===== src/include/pif_pkg.sv =====
package pif_pkg;

  // ==========================================================================
  // register map
  localparam logic [7:0] FLAGS_ONE_OFFS = 8'h00;
  localparam logic [7:0] FLAGS_TWO_OFFS = 8'h04;
  localparam logic [7:0] ENABLE_OFFS    = 8'h08;
  localparam logic [7:0] MODE_OFFS      = 8'h0c;
  localparam logic [7:0] LEVEL_OFFS     = 8'h10;

  // ==========================================================================
  // field positions in the second flag register, plus the timer overflow bit of the first
  localparam int OSC_FAIL_BIT  = 7;
  localparam int CMP_TWO_BIT   = 6;
  localparam int CMP_ONE_BIT   = 5;
  localparam int NV_WRITE_BIT  = 4;
  localparam int BUS_COLL_BIT  = 3;
  localparam int LP_WAKE_BIT   = 2;
  localparam int UNUSED_BIT    = 1;
  localparam int CAPCOMP_BIT   = 0;
  localparam int T1_OVF_BIT    = 0;

  // ==========================================================================
  // reset values and masks
  localparam logic [7:0] FLAGS_RESET  = 8'h00;
  localparam logic [7:0] FLAGS_TWO_IMPL = 8'hfd;
  localparam logic [7:0] FLAGS_ONE_IMPL = 8'h01;
  localparam logic [1:0] MODE_RESET   = 2'h0;

  // ==========================================================================
  // capture/compare unit mode
  typedef enum logic [1:0] {
    CC_OFF     = 2'h0,
    CC_CAPTURE = 2'h1,
    CC_COMPARE = 2'h3,
    CC_PWM     = 2'h2
  } pif_cc_mode_t;

  // ==========================================================================
  // hardware event carrier
  typedef struct packed {
    logic osc_fail;
    logic cmp_two_out;
    logic cmp_one_out;
    logic nv_write_done;
    logic bus_collision;
    logic i2c_master;
    logic lp_wake;
    logic capture_evt;
    logic compare_evt;
    logic t1_overflow;
  } pif_evt_t;

  localparam logic [1:0] RESP_OKAY   = 2'h0;
  localparam logic [1:0] RESP_SLVERR = 2'h2;

endpackage : pif_pkg


===== src/pif_flags.sv =====
`timescale 1ns/10ps
// Operation
// - timer one overflow sets bit 0, sticky
// - flags set regardless of any enable
// - oscillator failure sets bit 7, sticky
// - comparator two output change sets bit 6
// - comparator one output change sets bit 5
// - completed nonvolatile write sets bit 4
// - i2c master bus collision sets bit 3
// - low power wake condition sets bit 2
// - bit 1 unimplemented, reads zero
// - capture mode capture sets bit 0
// - compare match sets bit 0, pwm unused
module pif_flags
  import pif_pkg::*;
(
  // clock and reset
  input  wire logic        aclk,
  input  wire logic        aresetn,
  // axi4-lite write address
  input  wire logic [7:0]  s_axi_awaddr,
  input  wire logic        s_axi_awvalid,
  output logic             s_axi_awready,
  // axi4-lite write data
  input  wire logic [31:0] s_axi_wdata,
  input  wire logic [3:0]  s_axi_wstrb,
  input  wire logic        s_axi_wvalid,
  output logic             s_axi_wready,
  // axi4-lite write response
  output logic [1:0]       s_axi_bresp,
  output logic             s_axi_bvalid,
  input  wire logic        s_axi_bready,
  // axi4-lite read address
  input  wire logic [7:0]  s_axi_araddr,
  input  wire logic        s_axi_arvalid,
  output logic             s_axi_arready,
  // axi4-lite read data
  output logic [31:0]      s_axi_rdata,
  output logic [1:0]       s_axi_rresp,
  output logic             s_axi_rvalid,
  input  wire logic        s_axi_rready,
  // hardware events, already in the aclk domain
  input  pif_evt_t         evt,
  // interrupt
  output logic             irq
);

  // ==========================================================================
  // state
  logic [7:0]   flags_two_q;
  logic         flags_one_q;
  logic [7:0]   enable_q;
  pif_cc_mode_t mode_q;
  logic         cmp_two_q;
  logic         cmp_one_q;
  logic         aw_hold_q;
  logic         w_hold_q;
  logic [7:0]   awaddr_q;
  logic [31:0]  wdata_q;
  logic         wstrb0_q;

  function automatic logic [7:0] word_sel(input logic [7:0] addr);
    word_sel = {addr[7:2], 2'b00};
  endfunction : word_sel

  // ==========================================================================
  // event decode
  // comparator history resets low, so a high input at release flags once
  logic [7:0] set_two;
  logic       set_one;
  always_comb
  begin
    set_two = 8'h00;
    set_two[OSC_FAIL_BIT] = evt.osc_fail;
    set_two[CMP_TWO_BIT]  = evt.cmp_two_out ^ cmp_two_q;
    set_two[CMP_ONE_BIT]  = evt.cmp_one_out ^ cmp_one_q;
    set_two[NV_WRITE_BIT] = evt.nv_write_done;
    set_two[BUS_COLL_BIT] = evt.bus_collision & evt.i2c_master;
    set_two[LP_WAKE_BIT]  = evt.lp_wake;
    set_two[CAPCOMP_BIT]  = ((mode_q == CC_CAPTURE) & evt.capture_evt)
                          | ((mode_q == CC_COMPARE) & evt.compare_evt);
    set_one = evt.t1_overflow;
  end

  always_ff @(posedge aclk)
  begin
    if (!aresetn)
    begin
      cmp_two_q <= 1'b0;
      cmp_one_q <= 1'b0;
    end
    else
    begin
      cmp_two_q <= evt.cmp_two_out;
      cmp_one_q <= evt.cmp_one_out;
    end
  end

  // ==========================================================================
  // write channel: address and data in either order
  // one write in flight: readies stay low while a response waits
  logic       do_write;
  logic [7:0] wr_addr;
  assign do_write = aw_hold_q & w_hold_q & ~s_axi_bvalid;
  assign wr_addr  = word_sel(awaddr_q);

  always_ff @(posedge aclk)
  begin
    if (!aresetn)
    begin
      aw_hold_q     <= 1'b0;
      w_hold_q      <= 1'b0;
      awaddr_q      <= 8'h00;
      wdata_q       <= 32'h0000_0000;
      wstrb0_q      <= 1'b0;
      s_axi_awready <= 1'b0;
      s_axi_wready  <= 1'b0;
      s_axi_bvalid  <= 1'b0;
      s_axi_bresp   <= RESP_OKAY;
    end
    else
    begin
      s_axi_awready <= ~aw_hold_q & ~s_axi_awready & s_axi_awvalid & ~s_axi_bvalid;
      s_axi_wready  <= ~w_hold_q & ~s_axi_wready & s_axi_wvalid & ~s_axi_bvalid;
      if (s_axi_awvalid & s_axi_awready)
      begin
        aw_hold_q <= 1'b1;
        awaddr_q  <= s_axi_awaddr;
      end
      if (s_axi_wvalid & s_axi_wready)
      begin
        w_hold_q <= 1'b1;
        wdata_q  <= s_axi_wdata;
        wstrb0_q <= s_axi_wstrb[0];
      end
      if (do_write)
      begin
        aw_hold_q    <= 1'b0;
        w_hold_q     <= 1'b0;
        s_axi_bvalid <= 1'b1;
        s_axi_bresp  <= (wr_addr > LEVEL_OFFS) ? RESP_SLVERR : RESP_OKAY;
      end
      else if (s_axi_bvalid & s_axi_bready)
        s_axi_bvalid <= 1'b0;
    end
  end

  // ==========================================================================
  // flag registers: hardware set beats software clear
  logic wr_lane;
  assign wr_lane = do_write & wstrb0_q;

  always_ff @(posedge aclk)
  begin
    if (!aresetn)
    begin
      flags_two_q <= FLAGS_RESET;
      flags_one_q <= 1'b0;
    end
    else
    begin
      // enables never gate the set path
      if (wr_lane & (wr_addr == FLAGS_TWO_OFFS))
        flags_two_q <= (wdata_q[7:0] | set_two) & FLAGS_TWO_IMPL;
      else
        flags_two_q <= (flags_two_q | set_two) & FLAGS_TWO_IMPL;
      if (wr_lane & (wr_addr == FLAGS_ONE_OFFS))
        flags_one_q <= wdata_q[T1_OVF_BIT] | set_one;
      else
        flags_one_q <= flags_one_q | set_one;
    end
  end

  // ==========================================================================
  // enable and mode control
  always_ff @(posedge aclk)
  begin
    if (!aresetn)
    begin
      enable_q <= FLAGS_RESET;
      mode_q   <= CC_OFF;
    end
    else if (wr_lane & (wr_addr == ENABLE_OFFS))
      enable_q <= wdata_q[7:0];
    else if (wr_lane & (wr_addr == MODE_OFFS))
      mode_q <= pif_cc_mode_t'(wdata_q[1:0]);
  end

  // ==========================================================================
  // interrupt: enable byte bit 1 gates the timer flag (no flag there)
  always_ff @(posedge aclk)
  begin
    if (!aresetn)
      irq <= 1'b0;
    else
      irq <= |(flags_two_q & enable_q) | (flags_one_q & enable_q[UNUSED_BIT]);
  end

  // ==========================================================================
  // read channel
  logic [7:0] rd_addr;
  assign rd_addr = word_sel(s_axi_araddr);

  always_ff @(posedge aclk)
  begin
    if (!aresetn)
    begin
      s_axi_arready <= 1'b0;
      s_axi_rvalid  <= 1'b0;
      s_axi_rdata   <= 32'h0000_0000;
      s_axi_rresp   <= RESP_OKAY;
    end
    else
    begin
      s_axi_arready <= s_axi_arvalid & ~s_axi_arready & ~s_axi_rvalid;
      if (s_axi_arvalid & s_axi_arready)
      begin
        s_axi_rvalid <= 1'b1;
        s_axi_rresp  <= RESP_OKAY;
        case (rd_addr)
          FLAGS_ONE_OFFS: s_axi_rdata <= {31'h0, flags_one_q};
          FLAGS_TWO_OFFS: s_axi_rdata <= {24'h0, flags_two_q};
          ENABLE_OFFS:    s_axi_rdata <= {24'h0, enable_q};
          MODE_OFFS:      s_axi_rdata <= {30'h0, mode_q};
          LEVEL_OFFS:     s_axi_rdata <= {30'h0, evt.cmp_two_out, evt.cmp_one_out};
          default:
          begin
            s_axi_rdata <= 32'h0000_0000;
            s_axi_rresp <= RESP_SLVERR;
          end
        endcase
      end
      else if (s_axi_rvalid & s_axi_rready)
        s_axi_rvalid <= 1'b0;
    end
  end

  // ==========================================================================
  // checks
  osc_fail_set_a: assert property (@(posedge aclk) disable iff (!aresetn)
    evt.osc_fail |=> flags_two_q[OSC_FAIL_BIT])
    else $error("osc fail flag not set");
  cmp_edge_set_a: assert property (@(posedge aclk) disable iff (!aresetn)
    (evt.cmp_two_out != cmp_two_q) |=> flags_two_q[CMP_TWO_BIT])
    else $error("comparator two change missed");
  cmp_one_set_a: assert property (@(posedge aclk) disable iff (!aresetn)
    $changed(evt.cmp_one_out) |=> flags_two_q[CMP_ONE_BIT])
    else $error("comparator one change missed");
  nv_done_set_a: assert property (@(posedge aclk) disable iff (!aresetn)
    evt.nv_write_done |=> flags_two_q[NV_WRITE_BIT])
    else $error("nv write flag not set");
  bus_coll_set_a: assert property (@(posedge aclk) disable iff (!aresetn)
    !(evt.i2c_master && evt.bus_collision) && !flags_two_q[BUS_COLL_BIT]
      && !(wr_lane && wr_addr == FLAGS_TWO_OFFS) |=> !flags_two_q[BUS_COLL_BIT])
    else $error("bus collision flag set spuriously");
  wake_set_a: assert property (@(posedge aclk) disable iff (!aresetn)
    evt.lp_wake |=> flags_two_q[LP_WAKE_BIT])
    else $error("wake flag not set");
  bit_one_zero_a: assert property (@(posedge aclk) disable iff (!aresetn)
    !flags_two_q[UNUSED_BIT])
    else $error("unimplemented bit set");
  capture_set_a: assert property (@(posedge aclk) disable iff (!aresetn)
    (mode_q == CC_CAPTURE) && evt.capture_evt |=> flags_two_q[CAPCOMP_BIT])
    else $error("capture flag not set");
  pwm_unused_a: assert property (@(posedge aclk) disable iff (!aresetn)
    (mode_q == CC_PWM) && !flags_two_q[CAPCOMP_BIT]
      && !(wr_lane && wr_addr == FLAGS_TWO_OFFS) |=> !flags_two_q[CAPCOMP_BIT])
    else $error("capcomp flag set in pwm mode");
  t1_ovf_hold_a: assert property (@(posedge aclk) disable iff (!aresetn)
    flags_one_q && !(wr_lane && wr_addr == FLAGS_ONE_OFFS) |=> flags_one_q)
    else $error("timer overflow flag lost");
  set_beats_clr_a: assert property (@(posedge aclk) disable iff (!aresetn)
    evt.lp_wake && wr_lane && wr_addr == FLAGS_TWO_OFFS |=> flags_two_q[LP_WAKE_BIT])
    else $error("clear beat set");
  sw_clear_a: assert property (@(posedge aclk) disable iff (!aresetn)
    wr_lane && wr_addr == FLAGS_TWO_OFFS && set_two == 8'h00
      |=> flags_two_q == (wdata_q[7:0] & FLAGS_TWO_IMPL))
    else $error("software write not stored");
  compare_set_a: assert property (@(posedge aclk) disable iff (!aresetn)
    (mode_q == CC_COMPARE) && evt.compare_evt |=> flags_two_q[CAPCOMP_BIT])
    else $error("compare flag not set");
  capture_gate_a: assert property (@(posedge aclk) disable iff (!aresetn)
    (mode_q == CC_COMPARE) && evt.capture_evt && !evt.compare_evt && !flags_two_q[CAPCOMP_BIT]
      && !(wr_lane && wr_addr == FLAGS_TWO_OFFS) |=> !flags_two_q[CAPCOMP_BIT])
    else $error("capture counted outside capture mode");
  bus_coll_hit_a: assert property (@(posedge aclk) disable iff (!aresetn)
    evt.i2c_master && evt.bus_collision |=> flags_two_q[BUS_COLL_BIT])
    else $error("bus collision flag not set");
  t1_ovf_set_a: assert property (@(posedge aclk) disable iff (!aresetn)
    evt.t1_overflow |=> flags_one_q)
    else $error("timer overflow flag not set");
  irq_quiet_a: assert property (@(posedge aclk) disable iff (!aresetn)
    (flags_two_q == 8'h00) && !flags_one_q |=> !irq)
    else $error("interrupt without a flag");

  wr_cov_c: cover property (@(posedge aclk) disable iff (!aresetn) do_write);
  rd_cov_c: cover property (@(posedge aclk) disable iff (!aresetn) s_axi_rvalid);
  irq_cov_c: cover property (@(posedge aclk) disable iff (!aresetn) $rose(irq));
  cmp_chg_cov_c: cover property (@(posedge aclk) disable iff (!aresetn) $changed(evt.cmp_two_out));
  capcomp_cov_c: cover property (@(posedge aclk) disable iff (!aresetn)
    $rose(flags_two_q[CAPCOMP_BIT]));

endmodule : pif_flags


===== config.mk =====
export PLATFORM = sky130hd
export DESIGN_NAME = pif_flags
export DESIGN_NICKNAME = d
export VERILOG_FILES = /design/src/include/pif_pkg.sv /design/src/pif_flags.sv
export SDC_FILE = /design/constraint.sdc
export NUM_CORES = 1
export LEC_CHECK = 0
export ABC_AREA = 1
export BUFFER_PORTS_ARGS = -buffer_cell sky130_fd_sc_hd__buf_2
export CAP_MARGIN = 0
export CORE_MARGIN = 10
export CORE_UTILIZATION = 47
export DETAILED_ROUTE_END_ITERATION = 6
export PLACE_DENSITY_LB_ADDON = 0.05
export RECOVER_POWER = 50
export SLEW_MARGIN = 20
export SYNTH_ARGS = -nofsm -noshare
export SYNTH_HDL_FRONTEND = slang
export SYNTH_SLANG_ARGS = --single-unit

===== constraint.sdc =====
create_clock -name aclk -period 1.3 [get_ports aclk]
set_input_delay 0.195 -clock aclk [delete_from_list [all_inputs] [get_ports aclk]]
set_output_delay 0.195 -clock aclk [all_outputs]
set_load 0.1 [all_outputs]

**Word-level counts from Yosys, hierarchy flattened**

Cells that the tools add are included.

- Register bits: 82
- Input bits: 69
- Output and inout port bits: 42

- $lt $le $gt $ge: 1
- Equal/unequal tests: 9
- Muxes and demuxes: 9
- Bitwise logic cells: 42
- Reduce and logical (&&, ||, !) cells: 8

Operator list:

| operator | number |
|---|---|
| 8-bit case mux with 5 select lines | 1 |
| 1-bit AND | 24 |
| 6-bit by 2-bit == test with 1-bit output, second input constant | 4 |
| 8-bit zero test | 2 |
| 8-bit OR | 2 |
| 6-bit by 1-bit == test with 1-bit output, second input constant | 2 |
| 1-bit NOT | 9 |
| 8-bit AND | 1 |
| 8-bit by 5-bit greater-than comparator with 1-bit output, second input constant | 1 |
| 8-bit 2-to-1 mux | 1 |
| 8-bit OR reduction | 1 |
| 6-bit by 3-bit == test with 1-bit output, second input constant | 1 |
| 1-bit 2-to-1 mux | 5 |
| 5-bit OR reduction | 1 |
| 2-bit 2-to-1 mux | 2 |
| 1-bit OR | 4 |
| 2-bit nonzero test | 2 |
| 2-bit by 1-bit == test with 1-bit output, second input constant | 1 |
| 2-bit == test, second input constant | 1 |
| 2-bit AND reduction | 1 |
| 2-bit OR reduction | 1 |
| 1-bit XOR | 2 |

**Depth between registers and ports, before layout**

- Depth in word-level cells: 6
- Depth in mapped cells: 9
- Mapped depth without buffers: 9

**Least setup slack after synthesis**

OpenSTA, ideal clock, no wires.

- Path type: reg-to-reg
- Start: register s_axi_arready
- End: register s_axi_rresp[1]
- Library setup time: 0.071 ns
- Arrival: 1.744 ns
- Required time: 1.229 ns
- Path slack: -0.515 ns
- Cell stages (with the launch flop): 5
- Path through: dfxtp_1 nand2_1 clkinv_1 o21ai_0 a21oi_1

- Word-level cells in the longest chain between the ends: 1

RTL lines:

| element | RTL line | source |
|---|---|---|
| start: declaration | pif_flags.sv:36 | `output logic s_axi_arready,` |
| start signal: assignment | pif_flags.sv:215 | `s_axi_arready <= s_axi_arvalid & ~s_axi_arready & ~s_axi_rvalid;` |
| 1-bit AND | pif_flags.sv:216 | `if (s_axi_arvalid & s_axi_arready)` |
| end signal: assignment | pif_flags.sv:211 | `s_axi_rresp <= RESP_OKAY;` |
| end signal: assignment | pif_flags.sv:219 | `s_axi_rresp <= RESP_OKAY;` |
| end signal: assignment | pif_flags.sv:229 | `s_axi_rresp <= RESP_SLVERR;` |
| end: declaration | pif_flags.sv:39 | `output logic [1:0] s_axi_rresp,` |

No other way between the ends.
A chain may end at the register's enable or synchronous reset.

**Worst setup path after layout**

- Start: register s_axi_bvalid
- End: register flags_two_q[4]

- Word-level cells in the longest chain between the ends: 5

RTL lines:

| element | RTL line | source |
|---|---|---|
| start: declaration | pif_flags.sv:31 | `output logic s_axi_bvalid,` |
| start signal: assignment | pif_flags.sv:118 | `s_axi_bvalid <= 1'b0;` |
| start signal: assignment | pif_flags.sv:140 | `s_axi_bvalid <= 1'b1;` |
| start signal: assignment | pif_flags.sv:144 | `s_axi_bvalid <= 1'b0;` |
| 1-bit NOT | pif_flags.sv:104 | `assign do_write = aw_hold_q & w_hold_q & ~s_axi_bvalid;` |
| 1-bit AND | pif_flags.sv:104 |  |
| 1-bit AND | pif_flags.sv:151 | `assign wr_lane = do_write & wstrb0_q;` |
| 1-bit AND | pif_flags.sv:163 | `if (wr_lane & (wr_addr == FLAGS_TWO_OFFS))` |
| 8-bit 2-to-1 mux | pif_flags.sv:163 |  |
| end signal: assignment | pif_flags.sv:164 | `flags_two_q <= (wdata_q[7:0] \| set_two) & FLAGS_TWO_IMPL;` |
| end signal: assignment | pif_flags.sv:166 | `flags_two_q <= (flags_two_q \| set_two) & FLAGS_TWO_IMPL;` |
| end: declaration | pif_flags.sv:50 | `logic [7:0] flags_two_q;` |

No other way between the ends.

==> results.json <==
{
  "startpoint": "s_axi_bvalid",
  "clk_pin_slew_ns": 0.11,
  "grt_remaining_overflow": 0,
  "start_util_pct": 48.0,
  "leakage_nw": 1.44,
  "crit_top_cell": "nand2_1",
  "synth_area_leaders": "dfxtp_1 44%, nand2_1 13%, buf_4 8.0%, nor2_1 7.7%, o21ai_0 5.8%",
  "drt-total-wl_um": 5800,
  "chipWidth_um": 92.0,
  "first_iter_violations": 61,
  "hold_class": "in2reg",
  "antenna_found_initial": 0,
  "rsz0062_at_grt": "yes",
  "finalHoldViolations": 0,
  "startpoint_type": "register",
  "core_area_um2": 5070,
  "cts_sinks": 53,
  "crit_cells": 9,
  "drt_first_pass_iters": 4,
  "crit_required_ns": 1.51,
  "power.total_mw": 3.43,
  "slew_viol_final": 0,
  "cts_max_level": 2,
  "fin_crit_ns": 1.30,
  "grt_max_degree": 34,
  "cp_slowest_cell": "dfxtp_4",
  "outcome": "finished clean",
  "peakVddDrop_uv": 604,
  "worstRegToRegCells": 9,
  "syn_inst": 342,
  "nets": 486,
  "routed_via_density": 4.59,
  "cap_violations": 0,
  "dp_slack_ns": 0.0104,
  "yosys_warnings": 0,
  "cpPeakStageDelay_ns": 0.37,
  "worstHoldPathCells": 3,
  "path_cells": "inv_4, nand3_4, nor2_4, nand4_1, buf_6, nand2_1, nand3b_1, nand2_1, inv_1",
  "finalCritPeriodShare_pct": 99.9,
  "syn2layout_area_growth_pct": 24.6,
  "grt_pass1_wl_um": 9750,
  "final.setup.tns_ns": 0,
  "critPathBufInv": 3,
  "cts_root_buf": "clkbuf_8",
  "diodes": 0,
  "worst_slack_ns": 0.00176,
  "vias": 2241,
  "cp.arrival_ns": 1.51,
  "worstReg2RegStart": "s_axi_bvalid",
  "nFillCells": 510,
  "setup_violations": 0,
  "fin_worst_skew_ns": 0.0113,
  "crit_type": "reg2reg",
  "syn_area_per_cell_um2": 7.12,
  "yosysTopAreaCell": "dfxtp_1",
  "track_usage_pct": 13.4,
  "drcViolationCount": 0,
  "drive_above_1_share_pct": 24.9,
  "place_congestion": 0.750,
  "die_area_um2": 8460,
  "synth_area_um2": 2430,
  "post_drt_wl_per_cell_um": 11.9,
  "end_kind": "register",
  "yosysUniqueCellTypes": 24,
  "crit_fanout": 7,
  "grt_pass1_vias": 2173,
  "power_density_nw_per_um2": 1130,
  "dieHeight_um": 92.0,
  "cts_tree": "done",
  "dpl.hpwl_um": 4620,
  "rows": 26,
  "pin_count": 111,
  "cts_buffers": 5,
  "yosysTopAreaCellShare_pct": 43.6,
  "cp_top_family": "simple AND/OR/NAND/NOR gates",
  "fmax_ghz": 0.770,
  "postRouteAntennaNets": 0,
  "portBuffers": 53,
  "yosysSeqAreaShare_pct": 43.6,
  "min-delay-start": "s_axi_arvalid",
  "ys_ff_latch": 53,
  "clk_latency_ns": 0.31,
  "clk_path_buf_depth": 2
}
[cells in the mapped netlist]
master,number
nand2_1,82
dfxtp_1,53
nor2_1,50
o21ai_0,28
inv_1,27
buf_4,26
a21oi_1,21
nand3_1,16
nand4_1,7
clkbuf_1,6
inv_2,3
nand3b_1,3
nor2_4,3
nor3_1,3
a221oi_1,2
nor4_1,2
o211ai_1,2
xnor2_1,2
buf_1,1
clkinv_1,1
conb_1,1
nand3_2,1
nor2_2,1
nor3_4,1
[per-layer routing]
metal	vias up	part of all wire, %	global-route usage (%)	wire length [um]
met5	-	0	0	0
met3	5	8.6	5.62	498
met2	57	48	23.5	2800
met1	984	42	14.6	2450
li1	1195	-	-	-
met4	0	0.74	3.47	43
[area by class of cell]
type | count | area [um^2] | area share, %
Clock inverter | 3 | 25.0 | 0.825
Inverter | 31 | 119 | 3.92
Multi-Input combinational cell | 250 | 1160 | 38.4
Clock buffer | 5 | 68.8 | 2.27
Sequential cell | 53 | 1080 | 35.5
Timing Repair Buffer | 76 | 493 | 16.3
Tap cell | 70 | 87.6 | 2.89
[layout by cell type, fill, tap and decap left out, drive strengths merged]
cell      Yosys  final
clkinv        1      1
nand2        82     82
o211ai        2      2
nor4          2      2
nor2         54     54
o21ai        28     28
nand3        17     17
buf          27     70
clkinvlp      0      1
dfxtp        53     53
conb          1     26
clkbuf        6     11
a21oi        21     21
nand4         7      7
a221oi        2      2
nand3b        3      3
xnor2         2      2
inv          30     32
nor3          4      4
[worst paths after layout]
path,end,slack (ns)
hold reg to reg,s_axi_wready,0.42
setup / recovery,flags_two_q[4],0.002
hold / removal,s_axi_arready,0.1
setup reg to reg,flags_two_q[4],0.002
[per-stage QoR]
step	cell area, um^2	util [%]	cells	hold slack, ns
after detailed placement	2860	56.4	477	0.407
after floorplan	2550	-	367	0.288
after global placement	2860	56.4	477	0.402
final	3030	59.8	488	0.0995
after CTS	2980	58.7	486	0.0944
after global routing	3030	59.8	488	0.104
[flip-flops by register name (all words and copies together) (netlist names)]
| signal | flops |
|---|---|
| enable_q | 8 |
| wstrb0_q | 1 |
| aw_hold_q | 1 |
| s_axi_arready | 1 |
| s_axi_wready | 1 |
| mode_q | 2 |
| s_axi_bvalid | 1 |
| s_axi_bresp | 1 |
| cmp_two_q | 1 |
| s_axi_rdata | 8 |
| flags_two_q | 7 |
| s_axi_awready | 1 |
| flags_one_q | 1 |
| wdata_q | 8 |
| w_hold_q | 1 |
| s_axi_rresp | 1 |
| awaddr_q | 6 |
| s_axi_rvalid | 1 |
| cmp_one_q | 1 |
| irq | 1 |
[logic make-up after synthesis]
logic type / Yosys count / share of synthesized area (%)
compound gates: 53 / 11.4
xor+xnor: 2 / 0.720
buf+inv: 64 / 13.9
flops: 53 / 43.6
other cells: 1 / 0.154
simple gates: 169 / 30.2
[tightest hold or removal path, delay by kind of cell]
kind / cells / cell delay [ns]
and+or+nand+nor: 2 / 0.08
buffers and inverters: 1 / 0.10
[power breakdown]
part | internal, mW | total [mW] | switching (mW)
Sequential | 1.68 | 1.72 | 0.0422
Combinational | 0.156 | 0.730 | 0.574
Clock | 0.394 | 0.976 | 0.582
Total | 2.23 | 3.43 | 1.20
[what timing repair did]
item | 4_1_cts | 5_1_grt
pin swaps | 1 | 4
buffers inserted | 1 | 2
hold endpoints to repair | 0 | 0
resized for setup | 1 | 17
hold buffers | 0 | 0
endpoints found under the setup margin | 5 | 22
Power figures use the tool's default switching activity.
